<file path="config.mk">
export PLATFORM = sky130hd
export DESIGN_NAME = aims_top
export DESIGN_NICKNAME = d
export VERILOG_FILES = /design/src/design/aims_pkg.sv /design/src/design/aims_sync.sv /design/src/design/aims_conv.sv /design/src/design/aims_top.sv
export VERILOG_INCLUDE_DIRS = /design/src /design/src/design
export SDC_FILE = /design/constraint.sdc
export NUM_CORES = 1
export LEC_CHECK = 0
export ABC_AREA = 1
export BUFFER_PORTS_ARGS = -buffer_cell sky130_fd_sc_hd__buf_2
export CORE_UTILIZATION = 45
export CTS_CLUSTER_SIZE = 10
export DETAILED_ROUTE_END_ITERATION = 8
export GPL_TIMING_DRIVEN = 1
export SLEW_MARGIN = 20
export SYNTH_ARGS = -nofsm -noshare
export SYNTH_HDL_FRONTEND = slang
export SYNTH_SLANG_ARGS = --single-unit
</file>
<file path="constraint.sdc">
create_clock -name aclk -period 8.8 [get_ports aclk]
set_input_delay 1.76 -clock aclk [delete_from_list [all_inputs] [get_ports aclk]]
set_output_delay 1.76 -clock aclk [all_outputs]
set_load 0.05 [all_outputs]
</file>
<file path="src/design/aims_consts.svh">
`ifndef AIMS_CONSTS_SVH
`define AIMS_CONSTS_SVH

// ----------------------------------------------------------------
// Clocking
// ----------------------------------------------------------------
`define AIMS_SYS_CLK_HZ   25000000
`define AIMS_CONV_CLK_HZ  5000000
`define AIMS_CONV_DIV     (`AIMS_SYS_CLK_HZ / `AIMS_CONV_CLK_HZ)
`define AIMS_DIV_LAST     (3'(`AIMS_CONV_DIV - 1))
// Converter clocks per channel, one of them uncertainty
`define AIMS_CLKS_PER_CH  (9 * 2)
`define AIMS_TICK_LAST    (5'(`AIMS_CLKS_PER_CH - 2))

// ----------------------------------------------------------------
// Configuration data bus fields
// ----------------------------------------------------------------
`define AIMS_F_INH        7
`define AIMS_F_DIFFERENTIAL_SELECT       6
`define AIMS_F_BIP        5
`define AIMS_F_ADR_HI     2
`define AIMS_F_ADR_LO     0

// ----------------------------------------------------------------
// Register map
// ----------------------------------------------------------------
`define AIMS_OFS_STATUS   4'h0
`define AIMS_OFS_MASK     4'h4
`define AIMS_OFS_STATE    4'h8
`define AIMS_OFS_CTRL     4'hC
`define AIMS_EV_DONE      0
`define AIMS_EV_REFUSED   1
`define AIMS_EV_CFGWR     2
`define AIMS_RESP_OKAY    2'h0
`define AIMS_RESP_SLVERR  2'h2
`define AIMS_CTRL_RST     1'h1
`define AIMS_MASK_RST     3'h0

`endif

</file>
<file path="src/design/aims_pkg.sv">
package aims_pkg;

  typedef enum logic [0:0] {
    AIMS_IDLE = 1'b0,
    AIMS_CONV = 1'b1
  } aims_state_t;

  // Per-location conversion type
  typedef struct packed {
    logic differential_select;
    logic bipolar_select;
  } aims_sel_t;

  // Host strobe bus, after synchronising
  typedef struct packed {
    logic       cs_n;
    logic       wr_n;
    logic       rd_n;
    logic       mode_open;
    logic [7:0] d;
  } aims_pins_t;

  typedef struct packed {
    aims_state_t          st;
    logic                 busy;
    logic [2:0]           div;
    logic [4:0]           tcnt;
    logic [2:0]           cur;
    logic [9:0]           cyc;
    logic [7:0]           en;
    logic [7:0]           run_en;
    aims_sel_t [7:0]      stg;
    aims_sel_t [7:0]      act;
    logic [3:0]           pol;
    logic [7:0][7:0]      hold;
    logic [7:0][7:0]      ram;
    logic [2:0]           ptr;
    logic [7:0]           dout;
    logic                 doe;
    logic                 wr_p;
    logic                 rd_p;
    logic [2:0]           status;
    logic [2:0]           mask;
    logic                 ctl_en;
    logic                 irq;
    logic                 aw_have;
    logic                 w_have;
    logic [7:0]           aw_addr;
    logic [31:0]          wdata;
    logic [3:0]           wstrb;
    logic                 awready;
    logic                 wready;
    logic                 bvalid;
    logic [1:0]           bresp;
    logic                 arready;
    logic                 rvalid;
    logic [31:0]          rdata;
    logic [1:0]           rresp;
  } aims_st_t;

endpackage

</file>
<file path="src/design/aims_sync.sv">
`timescale 1ns/10ps
module aims_sync #(
  parameter int               W    = 1,
  parameter logic [W-1:0]     INIT = '0
) (
  // Clock and reset
  input  wire logic           aclk,
  input  wire logic           aresetn,
  // Data
  input  wire logic [W-1:0]   d,
  output logic      [W-1:0]   q
);

  logic [W-1:0] meta_q;

  // ----------------------------------------------------------------
  // Two flops per bit
  // ----------------------------------------------------------------
  genvar gi;
  generate
    for (gi = 0; gi < W; gi++) begin : g_bit
      always_ff @(posedge aclk) begin
        if (!aresetn) begin
          meta_q[gi] <= INIT[gi];
          q[gi]      <= INIT[gi];
        end else begin
          meta_q[gi] <= d[gi];
          q[gi]      <= meta_q[gi];
        end
      end
    end
  endgenerate

endmodule

</file>
<file path="src/design/aims_conv.sv">
`timescale 1ns/10ps
module aims_conv (
  // Held codes
  input  wire logic [7:0] pos,
  input  wire logic [7:0] neg,
  // Conversion type
  input  wire logic       differential_select,
  input  wire logic       bipolar_select,
  // Result
  output logic      [7:0] res
);

  logic [8:0] delta;

  always_comb begin
    delta = {1'b0, pos} - {1'b0, neg};
    if (!differential_select) begin
      res = bipolar_select ? (pos ^ 8'h80) : pos;
    end else if (!bipolar_select) begin
      // Unipolar difference clamps at zero
      res = delta[8] ? 8'h00 : delta[7:0];
    end else begin
      res = delta[8:1] ^ 8'h80;
    end
  end

endmodule

</file>
<file path="src/design/aims_top.sv">
`timescale 1ns/10ps
`include "aims_consts.svh"
module aims_top (
  // Clock and reset
  input  wire logic        aclk,
  input  wire logic        aresetn,
  // AXI4-Lite write
  input  wire logic [7:0]  s_axi_awaddr,
  input  wire logic        s_axi_awvalid,
  output logic             s_axi_awready,
  input  wire logic [31:0] s_axi_wdata,
  input  wire logic [3:0]  s_axi_wstrb,
  input  wire logic        s_axi_wvalid,
  output logic             s_axi_wready,
  output logic [1:0]       s_axi_bresp,
  output logic             s_axi_bvalid,
  input  wire logic        s_axi_bready,
  // AXI4-Lite read
  input  wire logic [7:0]  s_axi_araddr,
  input  wire logic        s_axi_arvalid,
  output logic             s_axi_arready,
  output logic [31:0]      s_axi_rdata,
  output logic [1:0]       s_axi_rresp,
  output logic             s_axi_rvalid,
  input  wire logic        s_axi_rready,
  // Host strobe bus
  input  wire logic        cs_n,
  input  wire logic        wr_n,
  input  wire logic        rd_n,
  input  wire logic        mode_open,
  input  wire logic [7:0]  d_in,
  output logic [7:0]       d_out,
  output logic             d_oe,
  output logic             busy,
  // Digitised analog inputs, channel k in bits 8k+7..8k
  input  wire logic [63:0] ain_code,
  // Interrupt
  output logic             irq
);

  aims_pkg::aims_st_t   s;
  aims_pkg::aims_st_t   n;
  aims_pkg::aims_pins_t pins_raw;
  aims_pkg::aims_pins_t pins;
  logic [63:0]          ain_s;
  logic [7:0]           pos_c;
  logic [7:0]           neg_c;
  logic [7:0]           res_c;
  logic                 differential_select_c;
  logic                 bip_c;
  logic                 sel;
  logic                 wr_fall;
  logic                 wr_rise;
  logic                 rd_fall;
  logic                 rd_rise;
  logic                 tick;
  logic                 start;
  logic [2:0]           adr;
  logic [2:0]           nx;
  logic [7:0]           en_w;

  // ----------------------------------------------------------------
  // Pin synchronisers
  // ----------------------------------------------------------------
  assign pins_raw = '{cs_n: cs_n, wr_n: wr_n, rd_n: rd_n,
                      mode_open: mode_open, d: d_in};

  aims_sync #(
    .W    ($bits(aims_pkg::aims_pins_t)),
    .INIT (12'hE00)
  ) u_sync_pins (
    .aclk    (aclk),
    .aresetn (aresetn),
    .d       (pins_raw),
    .q       (pins)
  );

  aims_sync #(
    .W    (64),
    .INIT (64'h0)
  ) u_sync_ain (
    .aclk    (aclk),
    .aresetn (aresetn),
    .d       (ain_code),
    .q       (ain_s)
  );

  // ----------------------------------------------------------------
  // Channel converter
  // ----------------------------------------------------------------
  // Pair polarity is read live so a swap needs no extra conversion
  always_comb begin
    differential_select_c = s.act[s.cur].differential_select;
    bip_c  = s.act[s.cur].bipolar_select;
    if (differential_select_c) begin
      pos_c = s.pol[s.cur[2:1]] ? s.hold[{s.cur[2:1], 1'b1}]
                                : s.hold[{s.cur[2:1], 1'b0}];
      neg_c = s.pol[s.cur[2:1]] ? s.hold[{s.cur[2:1], 1'b0}]
                                : s.hold[{s.cur[2:1], 1'b1}];
    end else begin
      pos_c = s.hold[s.cur];
      neg_c = 8'h00;
    end
  end

  aims_conv u_conv (
    .pos  (pos_c),
    .neg  (neg_c),
    .differential_select (differential_select_c),
    .bipolar_select  (bip_c),
    .res  (res_c)
  );

  // First enabled location at or after a start point, cyclic
  function automatic logic [2:0] next_en(input logic [7:0] en,
                                         input logic [2:0] from,
                                         input logic       incl);
    logic [2:0] c;
    next_en = from;
    for (int k = 7; k >= 0; k--) begin
      c = from + 3'(k) + {2'b00, ~incl};
      if (en[c]) begin
        next_en = c;
      end
    end
  endfunction

  // ----------------------------------------------------------------
  // Strobe decode
  // ----------------------------------------------------------------
  // config path live only with mode input open
  assign sel     = !pins.cs_n && s.ctl_en && pins.mode_open;
  assign wr_fall = sel && s.wr_p && !pins.wr_n;
  assign wr_rise = sel && !s.wr_p && pins.wr_n;
  assign rd_fall = sel && s.rd_p && !pins.rd_n && s.busy;
  assign rd_rise = s.doe && pins.rd_n;
  assign tick    = (s.div == `AIMS_DIV_LAST);
  assign adr     = pins.d[`AIMS_F_ADR_HI:`AIMS_F_ADR_LO];
  assign start   = wr_rise && !pins.d[`AIMS_F_INH];
  assign nx      = next_en(s.run_en, s.cur, 1'b0);

  // Enable set as it stands after this write
  always_comb begin
    en_w = s.en;
    if (pins.d[`AIMS_F_DIFFERENTIAL_SELECT]) begin
      en_w[{adr[2:1], 1'b0}] = 1'b1;
      en_w[{adr[2:1], 1'b1}] = 1'b0;
    end else begin
      en_w[adr] = 1'b1;
    end
  end

  // ----------------------------------------------------------------
  // Next state
  // ----------------------------------------------------------------
  always_comb begin
    logic [2:0] ev;
    logic [2:0] clr;
    ev  = 3'h0;
    clr = 3'h0;
    n   = s;
    n.wr_p = pins.wr_n;
    n.rd_p = pins.rd_n;
    n.div  = tick ? 3'h0 : s.div + 3'h1;

    // simultaneous sample on falling write strobe
    if (wr_fall && s.st == aims_pkg::AIMS_IDLE) begin
      n.hold = ain_s;
    end

    // entry captured on rising write strobe
    if (wr_rise) begin
      ev[`AIMS_EV_CFGWR] = 1'b1;
      n.en = en_w;
      if (pins.d[`AIMS_F_DIFFERENTIAL_SELECT]) begin
        n.stg[{adr[2:1], 1'b0}] = '{differential_select: 1'b1,
                                     bipolar_select: pins.d[`AIMS_F_BIP]};
        // polarity takes effect on this write
        n.pol[adr[2:1]] = adr[0];
      end else begin
        n.stg[adr] = '{differential_select: 1'b0, bipolar_select: pins.d[`AIMS_F_BIP]};
      end
      // inhibited write stores the entry and also moves the read pointer
      if (pins.d[`AIMS_F_INH]) begin
        n.ptr = adr;
      end
    end

    if (start) begin
      if (s.st == aims_pkg::AIMS_IDLE && en_w != 8'h00) begin
        n.st     = aims_pkg::AIMS_CONV;
        n.busy   = 1'b0;
        n.run_en = en_w;
        n.cur    = next_en(en_w, 3'h0, 1'b1);
        n.tcnt   = 5'h0;
        n.cyc    = 10'h0;
        n.doe    = 1'b0;
      end else begin
        ev[`AIMS_EV_REFUSED] = 1'b1;
      end
    end

    if (s.st == aims_pkg::AIMS_CONV) begin
      n.cyc = s.cyc + 10'h1;
      if (tick) begin
        n.tcnt = s.tcnt + 5'h1;
        if (s.tcnt == `AIMS_TICK_LAST) begin
          n.ram[s.cur] = res_c;
          n.tcnt       = 5'h0;
          n.cur        = nx;
          // busy returns only after the last store
          if (nx <= s.cur) begin
            n.st   = aims_pkg::AIMS_IDLE;
            n.busy = 1'b1;
            // Selection latency: new types apply next time
            n.act  = s.stg;
            // reads begin at the lowest configured channel
            n.ptr  = next_en(s.run_en, 3'h0, 1'b1);
            ev[`AIMS_EV_DONE] = 1'b1;
          end
        end
      end
    end

    // each read strobe while busy is high (idle) drives one stored result
    if (rd_fall) begin
      n.dout = s.ram[s.ptr];
      n.doe  = 1'b1;
    end
    if (rd_rise) begin
      n.doe = 1'b0;
      n.ptr = next_en(s.en, s.ptr, 1'b0);
    end
    if (pins.cs_n) begin
      n.doe = 1'b0;
    end

    // AXI write
    if (s_axi_awvalid && s.awready) begin
      n.aw_have = 1'b1;
      n.aw_addr = s_axi_awaddr;
    end
    if (s_axi_wvalid && s.wready) begin
      n.w_have = 1'b1;
      n.wdata  = s_axi_wdata;
      n.wstrb  = s_axi_wstrb;
    end
    if (s.bvalid && s_axi_bready) begin
      n.bvalid = 1'b0;
    end
    if (s.aw_have && s.w_have && !s.bvalid) begin
      n.aw_have = 1'b0;
      n.w_have  = 1'b0;
      n.bvalid  = 1'b1;
      n.bresp   = `AIMS_RESP_OKAY;
      if (s.aw_addr[7:4] != 4'h0) begin
        n.bresp = `AIMS_RESP_SLVERR;
      end else if (s.wstrb[0]) begin
        case (s.aw_addr[3:0] & 4'hC)
          `AIMS_OFS_MASK: n.mask   = s.wdata[2:0];
          `AIMS_OFS_CTRL: n.ctl_en = s.wdata[0];
          default: ;
        endcase
      end
    end
    n.awready = !n.aw_have;
    n.wready  = !n.w_have;

    // AXI read
    if (s.rvalid && s_axi_rready) begin
      n.rvalid = 1'b0;
    end
    if (s_axi_arvalid && s.arready) begin
      n.rvalid = 1'b1;
      n.rresp  = `AIMS_RESP_OKAY;
      n.rdata  = 32'h0;
      if (s_axi_araddr[7:4] != 4'h0) begin
        n.rresp = `AIMS_RESP_SLVERR;
      end else begin
        case (s_axi_araddr[3:0] & 4'hC)
          `AIMS_OFS_STATUS: begin
            n.rdata[2:0] = s.status;
            clr          = s.status;
          end
          `AIMS_OFS_MASK:  n.rdata[2:0] = s.mask;
          `AIMS_OFS_STATE: n.rdata[15:0] = {s.en, 3'h0, s.ptr,
                                           1'b0, s.busy};
          `AIMS_OFS_CTRL:  n.rdata[0] = s.ctl_en;
          default: ;
        endcase
      end
    end
    n.arready = !n.rvalid;

    // Event set wins over read clear
    n.status = (s.status & ~clr) | ev;
    n.irq    = |(n.status & n.mask);
  end

  // ----------------------------------------------------------------
  // State register
  // ----------------------------------------------------------------
  always_ff @(posedge aclk) begin
    if (!aresetn) begin
      s        <= '0;
      s.busy   <= 1'b1;
      s.wr_p   <= 1'b1;
      s.rd_p   <= 1'b1;
      s.ctl_en <= `AIMS_CTRL_RST;
      s.mask   <= `AIMS_MASK_RST;
    end else begin
      s <= n;
    end
  end

  assign s_axi_awready = s.awready;
  assign s_axi_wready  = s.wready;
  assign s_axi_bvalid  = s.bvalid;
  assign s_axi_bresp   = s.bresp;
  assign s_axi_arready = s.arready;
  assign s_axi_rvalid  = s.rvalid;
  assign s_axi_rdata   = s.rdata;
  assign s_axi_rresp   = s.rresp;
  assign d_out         = s.dout;
  assign d_oe          = s.doe;
  assign busy          = s.busy;
  assign irq           = s.irq;

  logic [1:0] pair_w;
  logic       lsb_w;
  assign pair_w = adr[2:1];
  assign lsb_w  = adr[0];
endmodule

</file>
==> impl_results.md, run 1 <==
* Core area at ~38000 µm²
* Critical path arrival at about 5.8 ns
* Number of flops mapped to enable cells by yosys at 0
* Initial DRC count at between 700 and 800
* Async set or reset register ratio after synthesis at 0%
* Worst hold path type: register to register
* Synthesized flop and latch total at roughly 390
* P&R area growth vs syn at 10.6%
* Post-route minimum period at ~5.3 ns
* Vias per Instance at slightly below 5
* Syn. warnings at 0
* Hold Fails Final Rpt at 0
* Setup_tns at 0 ns
* Antenna violations before repair at 0
* Worst-path clk slew at roughly 0.060 ns
* Router iterations before antenna repair at 5
* RePlAce Congestion at 0.853
* Vias at between 10000 and 15000
* Worst Tran Pin Value at roughly 0.91 ns
* Largest net degree at the start of global routing at about 130
* Main area contributors after synthesis: dfxtp_1 (44%), nand2_1 (11%), inv_1 (7.7%)
* Register area share after synthesis at 44.4%
* Fin. max-slew vios at 0
* Post-CTS Resized at 0
* First-pass GRT wire length at 68600 µm
* Static leakage at around 9.5 nW
* Leading cell type in the layout, fill and taps excluded: nand2_1
* Yosys cell types at 50
* Io pins at 187
* Htree depth at 2
* Top cell type by total area after synthesis: dfxtp_1
* Worst path most repeated cell: nand2_1
* Final core occ at between 50 and 60%
* Vias in the first global route at roughly 14000
* Critical Path RT at between 9 and 10 ns
* Die X-Extent at between 150 and 200 µm
* FMAX at around 190 MHz
* Final wirelength at slightly above 40000 µm
* Crit start category: register
* CTS root buf: clkbuf_16
* CP max FO at a little under 60
* Final nets at approximately 2600
* Detail Placement HPWL at between 20000 and 30000 µm
* Status: complete, no violations
* Max-cap violation count at 0
* Overall Global Routing Usage at around 22%
* Fin crit share at between 60% and 70%
* Antenna Diode Count at 0
* Grt ovf at 0
* Final Power at between 3 and 4 mW
* Die Ht at between 150 and 200 µm
* Max-Slew Margin vs Limit at between 30% and 40%
* Final setup fails at 0
* Clock sink count at approximately 390
* WS Path Type: register to register
* Syn Inst Count at approximately 2400
* Top_reg_cell synth: dfxtp_1
* Post-CTS Setup Inserts at 0
* CTS buffer count at 46
* Die ar. at 39500 µm²
* Worst VDD drop at roughly 150 µV
* Skew-Pair Late Insertion Delay at 0.59 ns
* IO buf count at around 130
* Clock Skew at 0.0248 ns
* Starting Density at a little under half
* Pwr/cell area at approximately 190 nW/µm²
* CTS tree: yes
* Unrepaired setup endpoints after global routing: false
* Commonest cells after routing, fill and taps aside: nand2_1 (499), dfxtp_1 (384), inv_1 (359)
* Crit end category: register
* Slowest stage delay, CP at approximately 0.63 ns
* Clock Tree Buf Depth at 3
* Mapped cell area at 17400 µm²
* Routed Antenna Nets at 0
* Slowest cell on the critical path: ha_1
* Top-area cell type share of the netlist area at between 40% and 50%
* Syn avg cell area at ~7.2 µm²
* DR WL/cell at approximately 14 µm
* DRC at 0
* Fraction of final layout cells sized beyond drive strength 1 at roughly a tenth
* Site Rows at slightly above 70
* Post-CTS Hold Buffers at 0
[metal layers]
layer	wire, µm	share of wire (%)	global-route usage (%)	vias to the layer above
met3	1590	3.8	3.00	56
met1	20200	49	28.9	6751
met2	18600	45	34.9	285
li1	-	-	-	7666
met4	1120	2.7	8.21	0
met5	0	0	0	-
[cell usage after synthesis (all sizes together), types with 2 or more instances]
| cell | n |
|---|---|
| nor4 | 4 |
| a21oi | 163 |
| and2 | 2 |
| or2 | 7 |
| a31oi | 6 |
| o21bai | 6 |
| nor2 | 250 |
| xnor2 | 10 |
| o211ai | 33 |
| o22ai | 9 |
| dfxtp | 387 |
| clkinv | 3 |
| nor3 | 28 |
| mux2i | 6 |
| nand3b | 3 |
| o21ai | 247 |
| o21a | 29 |
| nand3 | 142 |
| xor2 | 3 |
| inv | 375 |
| nand2 | 510 |
| a211oi | 3 |
| ha | 25 |
| o31ai | 4 |
| buf | 94 |
| nand4 | 8 |
| clkbuf | 66 |
[kinds of logic after synthesis]
| family | count (synthesis) | synth area share (%) |
|---|---|---|
| AO/OA/AOI/OAI | 504 | 16.3 |
| XOR/XNOR | 13 | 0.653 |
| AND/OR/NAND/NOR | 954 | 23.0 |
| multiplexers | 6 | 0.345 |
| adder cells (fa/ha/maj) | 26 | 1.91 |
| other | 1 | 0.0215 |
| buffers and inverters | 538 | 13.3 |
| flip-flops | 387 | 44.4 |
[state kept, by name (all words and copies together) (netlist names), 8 cells and up]
register and flops:
s 208, u_sync_ain.meta_q 64, u_sync_ain.q 64, s_axi_rdata 13, u_sync_pins.meta_q 10, u_sync_pins.q 10, d_out 8
[final cells by class]
class | instances | area (µm²)
Tap cell | 511 | 639
Inverter | 378 | 1420
Multi-Input combinational cell | 1524 | 7460
Timing Repair Buffer | 138 | 727
Clock buffer | 53 | 1200
Sequential cell | 387 | 7750
Fill cell | 3852 | 18600
Clock inverter | 6 | 95.1
[final timing paths]
path / start / to / slack (ns) / cells past startpoint
min reg2reg: u_sync_ain.meta_q[14] / u_sync_ain.q[14] / 0.40 / 2
max: s[300] / s[106] / 3.46 / 28
max reg2reg: s[300] / s[106] / 3.46 / 28
min: u_sync_ain.meta_q[14] / u_sync_ain.q[14] / 0.40 / 2
[metrics by stage]
step                      cell area (µm²)  hold slack [ns]  std cells  setup WS, ns
after floorplan                     17500            0.390       2449          5.33
after global placement              18000            0.395       2938          3.42
after detailed placement            18000            0.395       2938          3.45
after CTS                           19300            0.403       2997          3.40
after global routing                19300            0.421       2997          2.82
final                               19300            0.402       2997          3.46
[where the power goes]
part / switching [mW] / total (mW) / internal (mW)
registers: 0.0145 / 1.81 / 1.79
logic: 0.0988 / 0.141 / 0.0419
clock network: 0.705 / 1.66 / 0.960
[worst max-delay path, delay by kind of cell, from the launching register on]
family / cells / cell delay [ns]
buffers and inverters: 5 / 1.67
DFF: 1 / 0.31
AOI/OAI and AO/OA: 3 / 0.46
and+or+nand+nor: 18 / 1.80
adders and majority gates: 2 / 0.91
No activity file was read; power rests on OpenSTA's default activity.
==> run 2, diff against run 1 <==
--- a/config.mk
+++ b/config.mk
@@ -12,6 +12,7 @@
 export CTS_CLUSTER_SIZE = 10
 export DETAILED_ROUTE_END_ITERATION = 8
 export GPL_TIMING_DRIVEN = 1
+export PLACE_DENSITY = 0.66
 export SLEW_MARGIN = 20
 export SYNTH_ARGS = -nofsm -noshare
 export SYNTH_HDL_FRONTEND = slang
==> constraint.sdc (replaced) <==
create_clock -name aclk -period 4.84 [get_ports aclk]
set_input_delay 0.968 -clock aclk [delete_from_list [all_inputs] [get_ports aclk]]
set_output_delay 0.968 -clock aclk [all_outputs]
set_load 0.05 [all_outputs]
==> run 2 against run 1 <==
Utilization rose by 0.059 points. Die area unchanged. Combinational power rose by 81%. Fmax grew 25%. Count of clock-buffer cells in the layout up 5. Via count grew 1.3%. Non-clock buffer count grew 6. Critical path depth shrank 4. Final area rose by 0.12%. Largest cell class unchanged.
==> impl_results.md, run 2 (same netlist as run 1, synthesis figures left out) <==
* Status: complete, no violations
* Clock sink count at 387 (unchanged)
* Starting Density at 46.0% (unchanged)
* Skew-Pair Late Insertion Delay at 0.56 ns (-0.03 ns)
* CTS tree: yes
* Worst path most repeated cell: nand2_1
* Worst Tran Pin Value at 1.03 ns (+0.117 ns)
* Crit end category: register
* Router iterations before antenna repair at 5 (unchanged)
* Max-Slew Margin vs Limit at 31.6% (-7.8 points)
* WS Path Type: register to register
* First-pass GRT wire length at 68700 µm (+0.11%)
* Core area at 37900 µm² (unchanged)
* Final Power at 6.50 mW (+80%)
* Fin crit share at 88.1% (+27 points)
* Worst-path clk slew at 0.05 ns (about the same)
* Register Area at 7750 µm² (about the same)
* FMAX at 235 MHz (+25%)
* Site Rows at 71 (unchanged)
* Static leakage at 9.51 nW (+0.16%)
* Routed Antenna Nets at 0 (unchanged)
* Commonest cells after routing, fill and taps aside: nand2_1 (499), dfxtp_1 (385), inv_1 (359)
* DR WL/cell at 13.9 µm (about the same)
* Setup WS post-layout at 0.578 ns (-2.89 ns)
* Critical Path RT at 5.35 ns (-3.92 ns)
* Fill count at 3784 (-1.8%)
* Final instance area at 19300 µm² (+0.12%)
* IO buf count at 127 (unchanged)
* Slowest stage delay, CP at 0.44 ns (-0.19 ns)
* Pwr/cell area at 337 nW/µm² (+80%)
* Largest net degree at the start of global routing at 189 (+43%)
* Antenna Diode Count at 0 (unchanged)
* Initial DRC count at 965 (+27%)
* Fraction of final layout cells sized beyond drive strength 1 at 10.6% (+0.015 points)
* Setup_tns at 0 ns (unchanged)
* Max-cap violation count at 0 (unchanged)
* Post-CTS Hold Buffers at 0 (unchanged)
* Antenna violations before repair at 0 (unchanged)
* Leading cell type in the layout, fill and taps excluded: nand2_1
* P&R area growth vs syn at 10.8%
* Worst hold path type: register to register
* Slowest cell on the critical path: inv_2
* RePlAce Congestion at 0.884 (+3.7%)
* Vias in the first global route at 13900 (+0.99%)
* Footprint of the multi-input gates at 7460 µm² (unchanged)
* Die X-Extent at 199 µm (unchanged)
* Critical path arrival at 4.77 ns (-1.04 ns)
* DRC at 0 (unchanged)
* Die Ht at 199 µm (unchanged)
* Unrepaired setup endpoints after global routing: false
* Worst VDD drop at 260 µV (+79%)
* Top Registers: s x208, u_sync_ain.meta_q x64, u_sync_ain.q x64
* Final nets at 2641 (+0.19%)
* Place WS at 0.682 ns (-2.77 ns)
* Post-route minimum period at 4.26 ns (-1.07 ns)
* CTS buffer count at 45 (-2.2%)
* CTS root buf: clkbuf_16
* Max reg flops at 208 (unchanged)
* Placed cell areas at 18100 µm² (+0.38%)
* Vias at 14900 (+1.3%)
* Detail Placement HPWL at 28400 µm (+0.16%)
* Fin. max-slew vios at 0 (unchanged)
* Io pins at 187 (unchanged)
* Hold Fails Final Rpt at 0 (unchanged)
* Grt ovf at 0 (unchanged)
* Overall Global Routing Usage at 21.4% (-0.12 points)
* Largest Register: s
* CP max FO at 22 (-63%)
* Clock Tree Buf Depth at 3 (unchanged)
* CP Cell Sequence: inv_2 > nor2_1 > o21ai_1 > nand2_1 > nand2_2 > inv_2 > a21oi_1 > o21bai_1 > inv_1 > ha_1 > fa_1 > o21ai_1 > nand2_1 > nand2_1 > nand2_1 > nand2_1 > nand2_1 > nand2_1 > nand2_1 > nand2_1 > nand3_1 > nand3_1 > nand2_1 > inv_1
* Htree depth at 2 (unchanged)
* Post-CTS Setup Inserts at 0 (unchanged)
* Final wirelength at 41600 µm (+0.17%)
* Clock Skew at 0.0174 ns (-0.00737 ns)
* Post-CTS Resized at 0 (unchanged)
* Crit start category: register
* Vias per Instance at 4.98 (+1.1%)
* Final setup fails at 0 (unchanged)
* Die ar. at 39500 µm² (unchanged)
==> run 2: area by class of cell <==
class | instances | share of cell area [%]
Tap cell | 511 | 3.31
Sequential cell | 387 | 40.1
Clock inverter | 1 | 0.0454
Inverter | 378 | 7.35
Timing Repair Buffer | 144 | 4.13
Multi-Input combinational cell | 1524 | 38.6
Clock buffer | 58 | 6.41
==> run 2: final timing paths <==
| kind | from | to | slack [ns] | cells past startpoint |
|---|---|---|---|---|
| max | s[301] | s[131] | 0.58 | 24 |
| min | u_sync_ain.meta_q[44] | u_sync_ain.q[44] | 0.41 | 2 |
| max reg2reg | s[301] | s[131] | 0.58 | 24 |
| min reg2reg | u_sync_ain.meta_q[44] | u_sync_ain.q[44] | 0.41 | 2 |
==> run 2: through the flow <==
step	hold WS [ns]	utilization, %	std cells
floorplan	0.390	-	2449
global placement	0.396	47.6	2944
detailed placement	0.397	47.6	2944
CTS	0.407	50.9	3003
global route	0.425	50.9	3003
finish	0.407	50.9	3003
==> run 2: worst max-delay path: cells and delay by family, from the launching register on <==
| family | cells | cell delay, ns |
|---|---|---|
| flip-flops | 1 | 0.40 |
| adder cells (fa/ha/maj) | 2 | 0.63 |
| AND/OR/NAND/NOR | 14 | 1.55 |
| buffers and inverters | 4 | 0.77 |
| AO/OA/AOI/OAI | 4 | 0.85 |
==> run 2: power by group <==
part | total, mW | internal [mW] | switching [mW] | leakage, nW
registers | 3.29 | 3.26 | 0.0270 | 3.15
logic | 0.255 | 0.0770 | 0.178 | 5.75
clock network | 2.96 | 1.76 | 1.20 | 0.609
==> run 2: per-layer routing <==
layer | vias up | track usage, % | wire [µm]
li1 | 7693 | - | -
met1 | 6779 | 28.5 | 19600
met2 | 400 | 34.9 | 18600
met3 | 76 | 3.03 | 2140
met4 | 0 | 8.35 | 1230
met5 | - | 0 | 0
